[src/common/smc_pkg.sv]
/*
 Constants, register layout and state encoding of the serial bus
 configuration and timing block.
 Assumes one system clock and registers reached over an Avalon-MM slave.
*/
// Operation
// - Master bit rate is about one third of the selected overflow rate.
// - Master SCL high lasts two overflow periods, low lasts one.
// - SCL is never driven high or low for less than one overflow period.
// - SCL phases are timed from the sampled bus level, stretching allowed.
// - Normal hold is at least 3 clocks; setup 1 clock plus software delay.
// - Extended hold keeps SDA 11 clocks before rise, 12 after fall.
// - Software delay runs from data write until the stall flag clears.
// - With low timeout enabled, timer reloads while SCL high, counts low.
// - Bus is free after SCL and SDA stay high over 10 overflow periods.
// - Enable is bit 7; when set pins are monitored, else inactive.
// - Slave inhibit, bit 6, masks slave interrupts; master ones remain.
// - Busy, bit 5, is set during a transfer, cleared by STOP or free.
// - Clock source select: 00 t0, 01 t1, 10 t2 high, 11 t2 low.
// - A pending master START is generated right after the free timeout.
// - In split mode only the timer high byte is held in reload.
// - One overflow period is the least SCL low time; two are the least high time.
package smc_pkg;

   ////////////////////////////////////////////////////////////////////////
   localparam logic [7:0] SMC_CFG_IDX = 8'hC1;
   localparam logic [7:0] SMC_CTRL_IDX = 8'hC2;
   localparam logic [7:0] SMC_STAT_IDX = 8'hC3;
   localparam logic [7:0] SMC_MASK_IDX = 8'hC4;
   localparam logic [7:0] SMC_CFG_RST = 8'h00;
   localparam logic [7:0] SMC_CTRL_RST = 8'h04;
   localparam logic [3:0] SMC_STAT_RST = 4'h0;
   localparam logic [3:0] SMC_MASK_RST = 4'h0;

   // Configuration fields
   localparam int SMC_EN_BIT = 7;
   localparam int SMC_INH_BIT = 6;
   localparam int SMC_BUSY_BIT = 5;
   localparam int SMC_EXTH_BIT = 4;
   localparam int SMC_TOE_BIT = 3;
   localparam int SMC_FTE_BIT = 2;
   localparam int SMC_CS_LSB = 0;

   // Control fields
   localparam int SMC_START_BIT = 0;
   localparam int SMC_STOP_BIT = 1;
   localparam int SMC_SDA_BIT = 2;
   localparam int SMC_REL_BIT = 3;
   localparam int SMC_STALL_BIT = 4;

   // Status and mask fields
   localparam int SMC_ST_MDONE = 0;
   localparam int SMC_ST_SSTART = 1;
   localparam int SMC_ST_SSTOP = 2;
   localparam int SMC_ST_FREE = 3;

   ////////////////////////////////////////////////////////////////////////
   // Timing in overflow periods and system clocks
   localparam logic [3:0] SMC_LOW_OVF = 4'h1;
   localparam logic [3:0] SMC_HIGH_OVF = 4'h2;
   localparam logic [3:0] SMC_FREE_OVF = 4'hA;
   localparam logic [3:0] SMC_HOLD_STD = 4'h3;
   localparam logic [3:0] SMC_HOLD_EXT = 4'hC;
   localparam logic [3:0] SMC_SETUP_STD = 4'h1;
   localparam logic [3:0] SMC_SETUP_EXT = 4'hB;

   typedef enum logic [2:0] {
      SMC_IDLE = 3'b000,
      SMC_START = 3'b001,
      SMC_LOW = 3'b010,
      SMC_HIGH = 3'b011,
      SMC_STOP = 3'b100
   } smc_state_e;

endpackage

[src/common/smc_line_if.sv]
/*
 Sampled bus levels and bus conditions passed from the line monitor
 to the timing core.
 Assumes both ends run on the system clock.
*/
`timescale 1ns/1ns
interface smc_line_if;
   logic scl;
   logic sda;
   logic scl_fall;
   logic start_det;
   logic stop_det;

   modport mon (output scl, output sda, output scl_fall, output start_det,
      output stop_det);
   modport core (input scl, input sda, input scl_fall, input start_det,
      input stop_det);
endinterface

[src/hw/smc_line_mon.sv]
/*
 Line monitor: two-flop synchronisers on SCL and SDA, then edge,
 START and STOP detection.
 Assumes pins are asynchronous to the system clock.
*/
`timescale 1ns/1ns
module smc_line_mon
   import smc_pkg::*;
(
   input wire logic i_clock,
   input wire logic i_reset_n,
   input wire logic i_enable,
   input wire logic i_scl_in,
   input wire logic i_sda_in,
   smc_line_if.mon line
);

   logic [1:0] meta_r;
   logic [1:0] sync_r;
   logic [1:0] prev_r;

   ////////////////////////////////////////////////////////////////////////
   // Index 1 is SCL, 0 is SDA; released bus idles high
   always_ff @(posedge i_clock) begin
      if (!i_reset_n) begin
         meta_r <= 2'h3;
         sync_r <= 2'h3;
         prev_r <= 2'h3;
      end else begin
         meta_r <= {i_scl_in, i_sda_in};
         sync_r <= meta_r;
         prev_r <= sync_r;
      end
   end

   ////////////////////////////////////////////////////////////////////////
   // Conditions only while enabled
   wire scl_steady_hi = sync_r[1] & prev_r[1];
   wire sda_fell = prev_r[0] & ~sync_r[0];
   wire sda_rose = ~prev_r[0] & sync_r[0];

   assign line.scl = sync_r[1];
   assign line.sda = sync_r[0];
   assign line.scl_fall = i_enable & prev_r[1] & ~sync_r[1];
   assign line.start_det = i_enable & scl_steady_hi & sda_fell;
   assign line.stop_det = i_enable & scl_steady_hi & sda_rose;

endmodule

[src/hw/smc_timing.sv]
/*
 Serial bus configuration and timing core: master SCL generation,
 SDA setup and hold, SCL low timeout timer control, bus free timeout,
 busy flag, slave inhibit, interrupts and the Avalon-MM register slave.
 Assumes overflow inputs are one-clock pulses from same-clock timers and
 that the byte shifter and ACK logic sit outside.
*/
`timescale 1ns/1ns
module smc_timing
   import smc_pkg::*;
(
   input wire logic i_clock,
   input wire logic i_reset_n,
   input wire logic [9:0] i_avs_address,
   input wire logic i_avs_read,
   input wire logic i_avs_write,
   input wire logic [31:0] i_avs_writedata,
   output logic [31:0] o_avs_readdata,
   output logic o_avs_waitrequest,
   input wire logic [3:0] i_ovf,
   input wire logic i_tmo_split,
   output logic o_tmo_reload_hi,
   output logic o_tmo_reload_lo,
   output logic o_tmo_count_en,
   input wire logic i_scl_in,
   output logic o_scl_out,
   output logic o_scl_oe_n,
   input wire logic i_sda_in,
   output logic o_sda_out,
   output logic o_sda_oe_n,
   output logic o_iface_enable,
   output logic o_slave_inhibit,
   output logic o_busy,
   output logic o_irq
);

   smc_line_if line ();

   smc_line_mon u_mon (
      .i_clock(i_clock),
      .i_reset_n(i_reset_n),
      .i_enable(o_iface_enable),
      .i_scl_in(i_scl_in),
      .i_sda_in(i_sda_in),
      .line(line.mon)
   );

   ////////////////////////////////////////////////////////////////////////
   // Register state
   logic [7:0] cfg_r;
   logic start_req_r;
   logic stop_req_r;
   logic sda_val_r;
   logic stall_r;
   logic [3:0] stat_r;
   logic [3:0] mask_r;
   logic busy_r;
   logic own_r; // Our own STOP is seen late, after the master is idle
   logic inh_eff_r;
   logic acc_r;
   logic [7:0] rdata_r;

   // Master state
   smc_state_e state_r;
   smc_state_e state_nxt;
   logic [3:0] ovf_cnt_r;
   logic [3:0] ovf_cnt_nxt;
   logic [3:0] free_cnt_r;
   logic [3:0] hold_cnt_r;
   logic [3:0] setup_cnt_r;
   logic sda_drv_r;
   logic sda_drv_nxt;
   logic bit_done;
   logic gen_start;
   logic stop_done;

   ////////////////////////////////////////////////////////////////////////
   // Configuration decode
   wire en = cfg_r[SMC_EN_BIT];
   wire extended_hold = cfg_r[SMC_EXTH_BIT];
   wire [1:0] cs = cfg_r[SMC_CS_LSB +: 2];
   wire ovf = i_ovf[cs];
   wire [3:0] hold_min = extended_hold ? SMC_HOLD_EXT : SMC_HOLD_STD;
   wire [3:0] setup_min = extended_hold ? SMC_SETUP_EXT : SMC_SETUP_STD;
   wire hold_ok = hold_cnt_r >= hold_min;
   wire setup_ok = setup_cnt_r >= setup_min;
   wire master = (state_r != SMC_IDLE) | own_r;

   assign o_iface_enable = en;
   assign o_slave_inhibit = inh_eff_r;
   assign o_busy = busy_r;

   ////////////////////////////////////////////////////////////////////////
   // Avalon slave: answer one cycle after the request appears
   wire req = i_avs_read | i_avs_write;
   wire [7:0] idx = i_avs_address[9:2];
   wire wr_en = i_avs_write & acc_r;
   wire rd_en = i_avs_read & acc_r;
   wire wr_cfg = wr_en & (idx == SMC_CFG_IDX);
   wire wr_ctrl = wr_en & (idx == SMC_CTRL_IDX);
   wire wr_mask = wr_en & (idx == SMC_MASK_IDX);
   wire rd_stat = rd_en & (idx == SMC_STAT_IDX);
   wire [7:0] wd = i_avs_writedata[7:0];

   assign o_avs_waitrequest = req & ~acc_r;
   assign o_avs_readdata = {24'h000000, rdata_r};

   wire [7:0] cfg_view = {cfg_r[7:6], busy_r, cfg_r[4:0]};
   wire [7:0] ctrl_view = {3'h0, stall_r, 1'b0, sda_val_r, stop_req_r,
      start_req_r};
   wire [7:0] rd_mux =
      (idx == SMC_CFG_IDX) ? cfg_view :
      (idx == SMC_CTRL_IDX) ? ctrl_view :
      (idx == SMC_STAT_IDX) ? {4'h0, stat_r} :
      (idx == SMC_MASK_IDX) ? {4'h0, mask_r} : 8'h00;

   always_ff @(posedge i_clock) begin
      if (!i_reset_n) begin
         acc_r <= 1'b0;
         rdata_r <= 8'h00;
      end else begin
         acc_r <= req & ~acc_r;
         if (i_avs_read & ~acc_r) begin
            rdata_r <= rd_mux;
         end
      end
   end

   ////////////////////////////////////////////////////////////////////////
   // Configuration and mask registers
   always_ff @(posedge i_clock) begin
      if (!i_reset_n) begin
         cfg_r <= SMC_CFG_RST;
         mask_r <= SMC_MASK_RST;
      end else begin
         if (wr_cfg) begin
            cfg_r <= {wd[7:6], 1'b0, wd[4:0]};
         end
         if (wr_mask) begin
            mask_r <= wd[3:0];
         end
      end
   end

   // Request bits leave with the condition they asked for
   always_ff @(posedge i_clock) begin
      if (!i_reset_n || !en) begin
         start_req_r <= 1'b0;
         stop_req_r <= 1'b0;
         sda_val_r <= SMC_CTRL_RST[SMC_SDA_BIT];
      end else begin
         if (wr_ctrl) begin
            sda_val_r <= wd[SMC_SDA_BIT];
         end
         if (wr_ctrl && wd[SMC_START_BIT]) begin
            start_req_r <= 1'b1;
         end else if (gen_start) begin
            start_req_r <= 1'b0;
         end
         if (wr_ctrl && wd[SMC_STOP_BIT]) begin
            stop_req_r <= 1'b1;
         end else if (stop_done) begin
            stop_req_r <= 1'b0;
         end
      end
   end

   // Stall flag holds SCL low; setting wins over release
   always_ff @(posedge i_clock) begin
      if (!i_reset_n || !en) begin
         stall_r <= 1'b0;
      end else if (bit_done) begin
         stall_r <= 1'b1;
      end else if (wr_ctrl && wd[SMC_REL_BIT]) begin
         stall_r <= 1'b0;
      end
   end

   ////////////////////////////////////////////////////////////////////////
   // Busy, free timeout and slave inhibit
   wire both_high = line.scl & line.sda;
   wire free_to = en & cfg_r[SMC_FTE_BIT] & both_high & ovf
      & (free_cnt_r == SMC_FREE_OVF);
   wire slave_start = line.start_det & ~master;
   wire slave_stop = line.stop_det & ~master;

   always_ff @(posedge i_clock) begin
      if (!i_reset_n || !en) begin
         free_cnt_r <= 4'h0;
      end else if (!both_high || !busy_r) begin
         free_cnt_r <= 4'h0;
      end else if (ovf && free_cnt_r != SMC_FREE_OVF) begin
         free_cnt_r <= free_cnt_r + 4'h1;
      end
   end

   always_ff @(posedge i_clock) begin
      if (!i_reset_n || !en) begin
         busy_r <= 1'b0;
         own_r <= 1'b0;
      end else if (line.start_det || gen_start) begin
         busy_r <= 1'b1;
         own_r <= own_r | gen_start;
      end else if (line.stop_det || free_to) begin
         busy_r <= 1'b0;
         own_r <= 1'b0;
      end
   end

   // Inhibit takes hold at the next START so a transfer is not cut short
   always_ff @(posedge i_clock) begin
      if (!i_reset_n) begin
         inh_eff_r <= 1'b0;
      end else if (line.start_det || !cfg_r[SMC_INH_BIT]) begin
         inh_eff_r <= cfg_r[SMC_INH_BIT];
      end
   end

   ////////////////////////////////////////////////////////////////////////
   // Read clears only the bits it returned; new events win
   wire [3:0] ev;
   assign ev[SMC_ST_MDONE] = bit_done;
   assign ev[SMC_ST_SSTART] = slave_start & ~inh_eff_r;
   assign ev[SMC_ST_SSTOP] = slave_stop & ~inh_eff_r;
   assign ev[SMC_ST_FREE] = free_to;

   always_ff @(posedge i_clock) begin
      if (!i_reset_n) begin
         stat_r <= SMC_STAT_RST;
      end else begin
         stat_r <= (rd_stat ? stat_r & ~rdata_r[3:0] : stat_r) | ev;
      end
   end

   assign o_irq = |(stat_r & mask_r);

   ////////////////////////////////////////////////////////////////////////
   // SCL low timeout timer control
   wire toe = en & cfg_r[SMC_TOE_BIT];
   assign o_tmo_reload_hi = toe & line.scl;
   assign o_tmo_reload_lo = toe & line.scl & ~i_tmo_split;
   assign o_tmo_count_en = toe & ~line.scl;

   ////////////////////////////////////////////////////////////////////////
   // Master SCL generator
   always_comb begin
      state_nxt = state_r;
      ovf_cnt_nxt = ovf_cnt_r;
      bit_done = 1'b0;
      gen_start = 1'b0;
      stop_done = 1'b0;
      unique case (state_r)
         SMC_IDLE: begin
            ovf_cnt_nxt = 4'h0;
            // Free timeout clears busy, so a pending START follows at once
            if (start_req_r && !busy_r && both_high) begin
               state_nxt = SMC_START;
               gen_start = 1'b1;
            end
         end
         SMC_START: begin
            if (ovf) begin
               ovf_cnt_nxt = ovf_cnt_r + 4'h1;
            end
            if (ovf_cnt_r >= SMC_HIGH_OVF) begin
               state_nxt = SMC_LOW;
               ovf_cnt_nxt = 4'h0;
            end
         end
         SMC_LOW: begin
            // Count only while the bus is really low
            if (ovf && !line.scl && ovf_cnt_r < SMC_LOW_OVF) begin
               ovf_cnt_nxt = ovf_cnt_r + 4'h1;
            end
            if (ovf_cnt_r >= SMC_LOW_OVF && !stall_r && setup_ok) begin
               ovf_cnt_nxt = 4'h0;
               state_nxt = stop_req_r ? SMC_STOP : SMC_HIGH;
            end
         end
         SMC_HIGH: begin
            if (!line.scl && ovf_cnt_r != 4'h0) begin
               // Another master pulled SCL low: restart the low phase
               state_nxt = SMC_LOW;
               ovf_cnt_nxt = 4'h0;
            end else if (ovf_cnt_r >= SMC_HIGH_OVF) begin
               state_nxt = SMC_LOW;
               ovf_cnt_nxt = 4'h0;
               bit_done = 1'b1;
            end else if (ovf && line.scl) begin
               ovf_cnt_nxt = ovf_cnt_r + 4'h1;
            end
         end
         SMC_STOP: begin
            if (ovf && line.scl) begin
               ovf_cnt_nxt = ovf_cnt_r + 4'h1;
            end
            if (ovf_cnt_r >= SMC_LOW_OVF) begin
               state_nxt = SMC_IDLE;
               stop_done = 1'b1;
            end
         end
         default: begin
            state_nxt = SMC_IDLE;
         end
      endcase
   end

   always_ff @(posedge i_clock) begin
      if (!i_reset_n || !en) begin
         state_r <= SMC_IDLE;
         ovf_cnt_r <= 4'h0;
      end else begin
         state_r <= state_nxt;
         ovf_cnt_r <= ovf_cnt_nxt;
      end
   end

   ////////////////////////////////////////////////////////////////////////
   // SDA setup and hold around master SCL edges
   wire scl_low_phase = (state_r == SMC_LOW);
   wire sda_want = (state_r == SMC_START || state_r == SMC_STOP)
      ? 1'b0 : sda_val_r;

   always_comb begin
      sda_drv_nxt = sda_drv_r;
      if (state_r == SMC_IDLE) begin
         sda_drv_nxt = 1'b1;
      end else if (state_r == SMC_START) begin
         sda_drv_nxt = 1'b0;
      end else if (state_r == SMC_STOP) begin
         sda_drv_nxt = stop_done;
      end else if (scl_low_phase && hold_ok) begin
         sda_drv_nxt = stop_req_r ? 1'b0 : sda_want;
      end
   end

   always_ff @(posedge i_clock) begin
      if (!i_reset_n || !en) begin
         sda_drv_r <= 1'b1;
         hold_cnt_r <= 4'h0;
         setup_cnt_r <= 4'h0;
      end else begin
         sda_drv_r <= sda_drv_nxt;
         if (state_r != SMC_LOW) begin
            hold_cnt_r <= 4'h0;
         end else if (!hold_ok) begin
            hold_cnt_r <= hold_cnt_r + 4'h1;
         end
         if (sda_drv_nxt != sda_drv_r || !hold_ok) begin
            setup_cnt_r <= 4'h0;
         end else if (!setup_ok) begin
            setup_cnt_r <= setup_cnt_r + 4'h1;
         end
      end
   end

   ////////////////////////////////////////////////////////////////////////
   // Open-drain pins: enable low means this end pulls the line low
   assign o_scl_out = 1'b0;
   assign o_sda_out = 1'b0;
   assign o_scl_oe_n = ~(scl_low_phase & en);
   assign o_sda_oe_n = sda_drv_r | ~en;

endmodule
[config.mk]
export PLATFORM = sky130hd
export DESIGN_NAME = smc_timing
export DESIGN_NICKNAME = d
export VERILOG_FILES = /design/src/common/smc_pkg.sv /design/src/common/smc_line_if.sv /design/src/hw/smc_line_mon.sv /design/src/hw/smc_timing.sv
export SDC_FILE = /design/constraint.sdc
export NUM_CORES = 1
export LEC_CHECK = 0
export BUFFER_PORTS_ARGS = -buffer_cell sky130_fd_sc_hd__clkbuf_2
export CAP_MARGIN = 20
export CORE_MARGIN = 4
export CORE_UTILIZATION = 50
export CTS_CLUSTER_SIZE = 25
export DETAILED_ROUTE_END_ITERATION = 7
export PLACE_DENSITY = 0.85
export SLEW_MARGIN = 40
export SYNTH_ARGS = -nofsm -noshare
export SYNTH_HDL_FRONTEND = slang
export SYNTH_SLANG_ARGS = --single-unit
export TNS_END_PERCENT = 50
[constraint.sdc]
create_clock -name i_clock -period 6.5 [get_ports i_clock]
set_input_delay 1.3 -clock i_clock [delete_from_list [all_inputs] [get_ports i_clock]]
set_output_delay 1.3 -clock i_clock [all_outputs]
set_load 0.02 [all_outputs]
Word-level counts from Yosys, hierarchy flattened
Cells that the tools add are included.
{"block": "classes", "add_sub_neg": 4, "multipliers": 0, "div_mod_pow": 0, "magnitude_cmp": 6, "eq_ne": 17, "shifts": 0, "n_mux": 46, "n_bitwise": 45, "reduce_logical": 42}
{"operator": "$mux 4", "n": 12}
{"operator": "$eq 8x8->1 const B", "n": 4}
{"operator": "$and 1x1->1", "n": 28}
{"operator": "$mux 1", "n": 23}
{"operator": "$pmux 4 s5", "n": 1}
{"operator": "$mux 3", "n": 6}
{"operator": "$add 4x1->4 const B", "n": 4}
{"operator": "$pmux 3 s5", "n": 1}
{"operator": "$logic_and 1x1->1", "n": 13}
{"operator": "$not 1->1", "n": 9}
{"operator": "$and 4x4->4", "n": 2}
{"operator": "$ge 4x4->1", "n": 2}
{"operator": "$logic_not 1->1", "n": 8}
{"operator": "$mux 8", "n": 1}
{"operator": "$reduce_bool 2->1", "n": 4}
{"operator": "$logic_or 1x1->1", "n": 7}
{"operator": "$eq 3x2->1 const B", "n": 2}
{"operator": "$reduce_and 3->1", "n": 2}
{"operator": "$reduce_or 2->1", "n": 3}
{"operator": "$mux 5", "n": 1}
{"operator": "$reduce_bool 5->1", "n": 1}
{"operator": "$eq 4x4->1 const B", "n": 1}
{"operator": "$ge 4x1->1 const B", "n": 1}
{"operator": "$ge 4x2->1 const B", "n": 1}
{"operator": "19 further kinds", "n": 23}
{"block": "totals", "register_bits": 57, "latch_bits": 0, "ram_bits": 0, "mem_bits_ro": 0, "wordCells": 181, "memories": 0}

Longest topological paths before layout
Gate-level depths: netlist of the first run.
{"block": "logic_depth", "ltp_word": 11, "depth_mapped": 8, "depth_no_buf": 8}

By module
A second synthesis of the first run with hierarchy kept.
{"block": "hier_totals", "hier_cells": 381, "area_unflattened_um2": 3318.2}
{"module": "smc_timing", "n_inst": 1, "cells_per_inst": 364, "area_each_um2": 3118.0}
{"module": "smc_line_mon", "n_inst": 1, "cells_per_inst": 17, "area_each_um2": 200.2}

Least setup slack after synthesis of the first run
No wires, ideal clock.
{"block": "synth_path", "path_type": "input port to output port", "startpoint": "input i_avs_write", "endpoint": "output o_avs_waitrequest", "arrival_time_ns": 1.625, "slack_ns": 3.575, "stages": 2, "n_path_buf": 0, "cell_sequence": "nor2_1 > nor2_1"}
{"block": "synth_via", "elab_chain_cells": 2}
{"element": "start: declaration", "line": "smc_timing.sv:16", "text": "input wire logic i_avs_write,"}
{"element": "$or 1x1->1", "line": "smc_timing.sv:95", "text": "wire req = i_avs_read | i_avs_write;"}
{"element": "$and 1x1->1", "line": "smc_timing.sv:105", "text": "assign o_avs_waitrequest = req & ~acc_r;"}
{"element": "end: declaration", "line": "smc_timing.sv:19", "text": "output logic o_avs_waitrequest,"}
Every way passes these cells.

Worst setup path after layout of the first run
{"block": "layout_path", "startpoint": "input i_avs_read", "endpoint": "output o_avs_waitrequest"}
{"block": "layout_via", "elab_chain_cells": 2}
{"element": "start: declaration", "line": "smc_timing.sv:15", "text": "input wire logic i_avs_read,"}
{"element": "$or 1x1->1", "line": "smc_timing.sv:95"}
{"element": "$and 1x1->1", "line": "smc_timing.sv:105"}
Every way passes these cells.

==> reports/qor.txt, run 1 <==
Status: complete, no violations
Gr usage total: 19.9%
Synthesized area per cell: 8.69 um^2
Worst vdd ir: 0.211 mV
Distinct cells, synth: 53
Most frequent cells in the layout: dfxtp_1, clkbuf_2, nand2_1
Clock tree buffer depth: 2
Sequential element share of the synthesized area: 35.4%
Die Height: 88.3 um
CTS Hold Bufs: 0
Drt total wl: 7440 um
Setup bufs post-CTS: 0
Total power draw: 0.795 mW
Vias per cell: 5.77
Commonest non-fill, non-tap cell in the layout: dfxtp_1
Initial antenna violation count: 0
Post-synth top flop: dfxtp_1
Clk sinks: 57
RSZ-0062 raised after global routing: false
Mapped Area: 3230 um^2
Fin. Hold Viols: 0
Crit path max fanout: 4
Critical setup path kind: in2out
Die Wd: 88.3 um
#FFs+latches synth: 57
Period utilization: 48.1%
Final #Nets: 479
Worst setup margin: 3370 ps
Worst-Skew Late Latency: 330 ps
Slew @ Worst Pin: 834 ps
Max Clk Rate: 320 MHz
Root Driver: clkbuf_8
Synth top area cells: dfxtp_1, buf_4, ha_1
Boundary Pins: 97
Final setup violation count: 0
CTS resizes: 0
DRT Pass-1 Iters: 5
Ys Warns: 0
Worst Setup End Kind: output port
Largest net degree at the start of global routing: 34
Ant diodes: 0
DP Wirelength: 5440 um
Slew HR: 43.9%
Final ANT Viol Nets: 0
Nature of the critical path startpoint: input port
TritonCTS clock tree: built
Area of the core: 6310 um^2
HP Class: reg2reg
Clk pin slew, worst setup/hold paths: 70 ps
Cts bufs inserted: 9
Placement Setup Slack: 3260 ps
Num rows: 29
Ys async rst share: 0%
MaxCap Viol Count: 0
EDFF count, synth: 0
DR WL/cell: 15.1 um
Routability cong.: 0.896
Vias in the first global route: 2,632
DRC: 0
Synthesized instance count: 371
Grt ovf: 0
Global-route wire length before repair: 12,200 um
Area Overhead vs Synth: 12.6%
Initial detailed-routing violation count: 262
H-tree levels: 3
Port Buffer Count: 43
Initial Util: 51.1%
Vias: 2,843
Worst Path Arrival: 1830 ps
Slew Viols, Final: 0
Tmin final: 3130 ps
# fillers: 557
Layout cell share with drive strength beyond 1: 16.1%
Clock skew: 8.61 ps
Pwr/cell area: 219 nW/um^2
Final setup TNS: 0 ps
Largest area contributor in the netlist: dfxtp_1
WP data required: 5200 ps
Die area: 7800 um^2
Post-synth top area share: 35.4%
Leak: 1.50 nW
synthesized netlist by cell type, drive strengths merged (3+ instances only):
cell type,instances
nand4,3
mux2i,18
ha,15
inv,9
dfxtp,57
nand3,10
a211oi,3
xnor2,5
a21boi,6
buf,27
nand2b,11
clkbuf,12
a22oi,7
a21o,5
nor4,3
xor2,3
nor3b,9
nor3,12
nand3b,5
nand2,40
a221oi,4
nor2b,21
a21oi,15
o21ai,12
nor4b,3
nor2,24
and2,6
final timing paths:
check	to	slack [ps]	cells after the start	start
setup / recovery	o_avs_waitrequest	3370	4	i_avs_read
hold / removal	u_mon.sync_r[1]	410	1	u_mon.meta_r[1]
setup reg to reg	ovf_cnt_r[0]	3870	8	cfg_r[4]
hold reg to reg	u_mon.sync_r[1]	410	1	u_mon.meta_r[1]
layer usage:
| metal | track usage (%) | vias to the layer above | part of all wire [%] | routed length, um |
|---|---|---|---|---|
| met5 | 0 | - | 0 | 0 |
| met4 | 7.14 | 0 | 2.4 | 182 |
| li1 | - | 1339 | - | - |
| met3 | 4.93 | 22 | 7.5 | 558 |
| met1 | 26.3 | 1344 | 43 | 3210 |
| met2 | 31.7 | 138 | 47 | 3490 |
per-stage QoR:
| stage | instance area (um^2) | utilization (%) | hold slack (ps) | cells |
|---|---|---|---|---|
| 2_1_floorplan | 3320 | - | 386 | 396 |
| 3_3_place_gp | 3390 | 53.6 | 388 | 477 |
| 5_1_grt | 3630 | 57.5 | 437 | 493 |
| 6_report | 3630 | 57.5 | 408 | 493 |
| 3_5_place_dp | 3390 | 53.7 | 403 | 477 |
| 4_1_cts | 3630 | 57.5 | 416 | 493 |
logic make-up after synthesis:
kind of cell	share of synthesized area (%)
AO/OA/AOI/OAI	15.9
XOR/XNOR	2.17
adder cells (fa/ha/maj)	5.82
buffers and inverters	8.65
flip-flops	35.4
multiplexers	6.63
other	0.116
AND/OR/NAND/NOR	25.4
registers in the layout, summed over array words and instances, names as in the netlist, 4 cells and up:
name         cells
cfg_r            7
free_cnt_r       4
hold_cnt_r       4
mask_r           4
ovf_cnt_r        4
rdata_r          8
setup_cnt_r      4
stat_r           4
critical path, cell delays in order:
cell and delay [ps]:
clkbuf_2 120, nor2_1 50, nor2_1 160, clkbuf_2 200
power breakdown:
group / internal (mW) / total [mW] / switching, mW / leakage (nW)
clock network: 0.247 / 0.390 / 0.142 / 0.123
logic: 0.0148 / 0.0498 / 0.0351 / 0.916
registers: 0.352 / 0.355 / 0.00287 / 0.461
final cells by class:
type / count / area [um^2] / share of cell area [%]
flip-flops and latches: 57 / 1140 / 31.4
clock buffers: 12 / 165 / 4.55
clock inverters: 4 / 73.8 / 2.03
inverters: 9 / 33.8 / 0.930
well taps: 77 / 96.3 / 2.65
repair buffers: 43 / 215 / 5.93
multi-input cells: 291 / 1910 / 52.5
No activity file was read; power rests on OpenSTA's default activity.
==> run 2, diff against run 1 <==
--- a/config.mk
+++ b/config.mk
@@ -8,10 +8,10 @@
 export BUFFER_PORTS_ARGS = -buffer_cell sky130_fd_sc_hd__clkbuf_2
 export CAP_MARGIN = 20
 export CORE_MARGIN = 4
-export CORE_UTILIZATION = 50
+export CORE_UTILIZATION = 47
 export CTS_CLUSTER_SIZE = 25
 export DETAILED_ROUTE_END_ITERATION = 7
-export PLACE_DENSITY = 0.85
+export PLACE_DENSITY = 0.84
 export SLEW_MARGIN = 40
 export SYNTH_ARGS = -nofsm -noshare
 export SYNTH_HDL_FRONTEND = slang
==> constraint.sdc (replaced) <==
create_clock -name i_clock -period 2.55 [get_ports i_clock]
set_input_delay 0.51 -clock i_clock [delete_from_list [all_inputs] [get_ports i_clock]]
set_output_delay 0.51 -clock i_clock [all_outputs]
set_load 0.02 [all_outputs]
==> run 2 against run 1 <==
Compared with the run above: register-to-register slack worse by 3700 ps; global-route usage down 1.8 points; sequential power rose to 2.6 times the previous value; largest cell class unchanged; via count down 4.5%; highest routed layer unchanged; worst setup slack worse by 3200 ps; total power up 140%; cell count up 2.0%; final area up 1.1%; clock-buffer cell count unchanged; hold slack worse by 60 ps; sequential share of layout area down 0.35 points.
==> reports/qor.txt, run 2 (same netlist as run 1, synthesis figures left out) <==
Placement Setup Slack: 142 ps (-3120 ps)
H-tree levels: 3 (unchanged)
Fin. Hold Viols: 0 (unchanged)
RSZ-0062 raised after global routing: true
Combinational Power Share: 6.6% (+0.3 points)
Critical R2R Launch: cfg_r[4]
Initial detailed-routing violation count: 179 (-32%)
HP Class: in2reg
Final setup violation count: 0 (unchanged)
Slew HR: 62.9% (+19 points)
Grt ovf: 0 (unchanged)
Ant diodes: 0 (unchanged)
Worst Setup End Kind: flip-flop
Clock skew: 8.47 ps (-0.148 ps)
Num rows: 29 (unchanged)
Sw power: 0.461 mW (+160%)
Worst-Skew Late Latency: 350 ps (+20 ps)
Max Clk Rate: 422 MHz
DRC: 0 (unchanged)
DRT Pass-1 Iters: 5 (unchanged)
Largest net degree at the start of global routing: 32 (-5.9%)
Die Height: 90.8 um (+2.9%)
Util after Layout: 56.5% (-0.97 points)
MaxCap Viol Count: 0 (unchanged)
WP data required: 2790 ps (-2410 ps)
Worst vdd ir: 0.396 mV (+88%)
Worst setup margin: 183 ps (-3190 ps)
Vias in the first global route: 2,523 (-4.1%)
Area Overhead vs Synth: 13.8%
P_int: 1.44 mW (+130%)
Clk pin slew, worst setup/hold paths: 70 ps (about the same)
Final setup TNS: 0 ps (unchanged)
Slew @ Worst Pin: 552 ps (-282 ps)
Commonest non-fill, non-tap cell in the layout: dfxtp_1
Boundary Pins: 97 (unchanged)
Nature of the critical path startpoint: flip-flop
Root Driver: clkbuf_8
Final #Nets: 489 (+2.1%)
Die Wd: 90.8 um (+2.9%)
Area of the core: 6490 um^2 (+2.9%)
Period utilization: 92.8%
Layout cell share with drive strength beyond 1: 17.8% (+1.7 points)
Final ANT Viol Nets: 0 (unchanged)
Most frequent cells in the layout: dfxtp_1, clkbuf_2, nand2_1
Pwr/cell area: 518 nW/um^2 (+140%)
Crit path from: cfg_r[4]
DR WL/cell: 14.4 um (-4.8%)
CTS Hold Bufs: 0 (unchanged)
Worst Path Arrival: 2610 ps (+780 ps)
TritonCTS clock tree: built
Tmin final: 2370 ps
Routability cong.: 0.859 (-4.1%)
Sequential Power Share: 47.6% (+2.9 points)
Clock power share: 45.8% (-3.2 points)
Status: complete, no violations
Most flop-heavy register: rdata_r
Total power draw: 1.90 mW (+140%)
Gr usage total: 18.1% (-1.8 points)
Initial Util: 49.7% (-1.4 points)
Clock tree buffer depth: 2 (unchanged)
Final Cell Area: 3670 um^2 (+1.1%)
Vias: 2,714 (-4.5%)
DP Wirelength: 5610 um (+3.1%)
Port Buffer Count: 43 (unchanged)
# fillers: 561 (+0.72%)
Max reg flops: 8 (unchanged)
Drt total wl: 7230 um (-2.8%)
Regs by FF count: rdata_r x8, cfg_r x7
Hold path start: i_scl_in
Global-route wire length before repair: 11,900 um (-2.1%)
Cell Area, Placed: 3460 um^2 (+2.0%)
Initial antenna violation count: 0 (unchanged)
Crit path max fanout: 6 (+2)
Leak: 1.53 nW (+2.0%)
Vias per cell: 5.40 (-6.4%)
Critical setup path kind: reg2reg
Die area: 8250 um^2 (+5.8%)
Slew Viols, Final: 0 (unchanged)
Setup bufs post-CTS: 0 (unchanged)
Switching Fraction: 24.2% (+1.5 points)
Cts bufs inserted: 9 (unchanged)
Clk sinks: 57 (unchanged)
run 2: changes by cell type in the layout (fill, tap and decap cells not counted):
| cell | delta |
|---|---|
| nor4_1 | +1 |
| bufinv_16 | -1 |
| clkbuf_8 | -1 |
| a2111oi_1 | -1 |
| buf_4 | +10 |
| nor4_2 | -1 |
| clkbuf_1 | +1 |
| clkinvlp_4 | +1 |
| a2111oi_2 | +1 |
run 2: metal layers:
layer  vias to the layer above  share of wire, %  track usage (%)
met5                         -                 0                0
met4                         0               1.9             6.03
met3                        13               6.9             6.75
met2                        94                46             27.6
met1                      1246                45             23.5
li1                       1361                 -                -
run 2: worst paths after layout:
check	cells after the start	endpoint	slack, ps
worst max-delay path	10	ovf_cnt_r[0]	180
worst min register to register	1	u_mon.sync_r[1]	410
worst max register to register	10	ovf_cnt_r[0]	180
worst min-delay path	2	u_mon.meta_r[1]	350
run 2: layout make-up:
| class | count | area (um^2) | share of cell area, % |
|---|---|---|---|
| Inverter | 9 | 33.8 | 0.920 |
| Timing Repair Buffer | 53 | 290 | 7.90 |
| Tap cell | 77 | 96.3 | 2.62 |
| Multi-Input combinational cell | 291 | 1900 | 51.9 |
| Sequential cell | 57 | 1140 | 31.1 |
| Clock inverter | 4 | 51.3 | 1.40 |
| Clock buffer | 12 | 155 | 4.22 |
run 2: through the flow:
stage	hold WS (ps)	std cells
after CTS	340	503
final	348	503
after global routing	349	503
after detailed placement	393	487
after global placement	389	487
after floorplan	386	396
run 2: power by group through the flow:
stage	clock (mW)	combinational [mW]	sequential, mW
2_1_floorplan	0	0.114	0.927
3_3_place_gp	0	0.122	0.925
3_5_place_dp	0	0.123	0.925
4_1_cts	0.878	0.124	0.905
5_1_grt	0.917	0.137	0.906
6_report	0.871	0.125	0.906
run 2: critical path, cell delays in order (launching register included):
cell       delay, ps
dfxtp_1          380
inv_1            130
ha_1             350
a2111oi_2         80
buf_4            150
o41ai_4          250
buf_4            200
o21ai_0           90
a21oi_1          240
a21oi_1          140
mux2_2           270
run 2: what timing repair did:
action,4_1_cts,5_1_grt
setup endpoints to repair,0,3
endpoints found under the hold margin,0,0
gates resized for setup,0,1
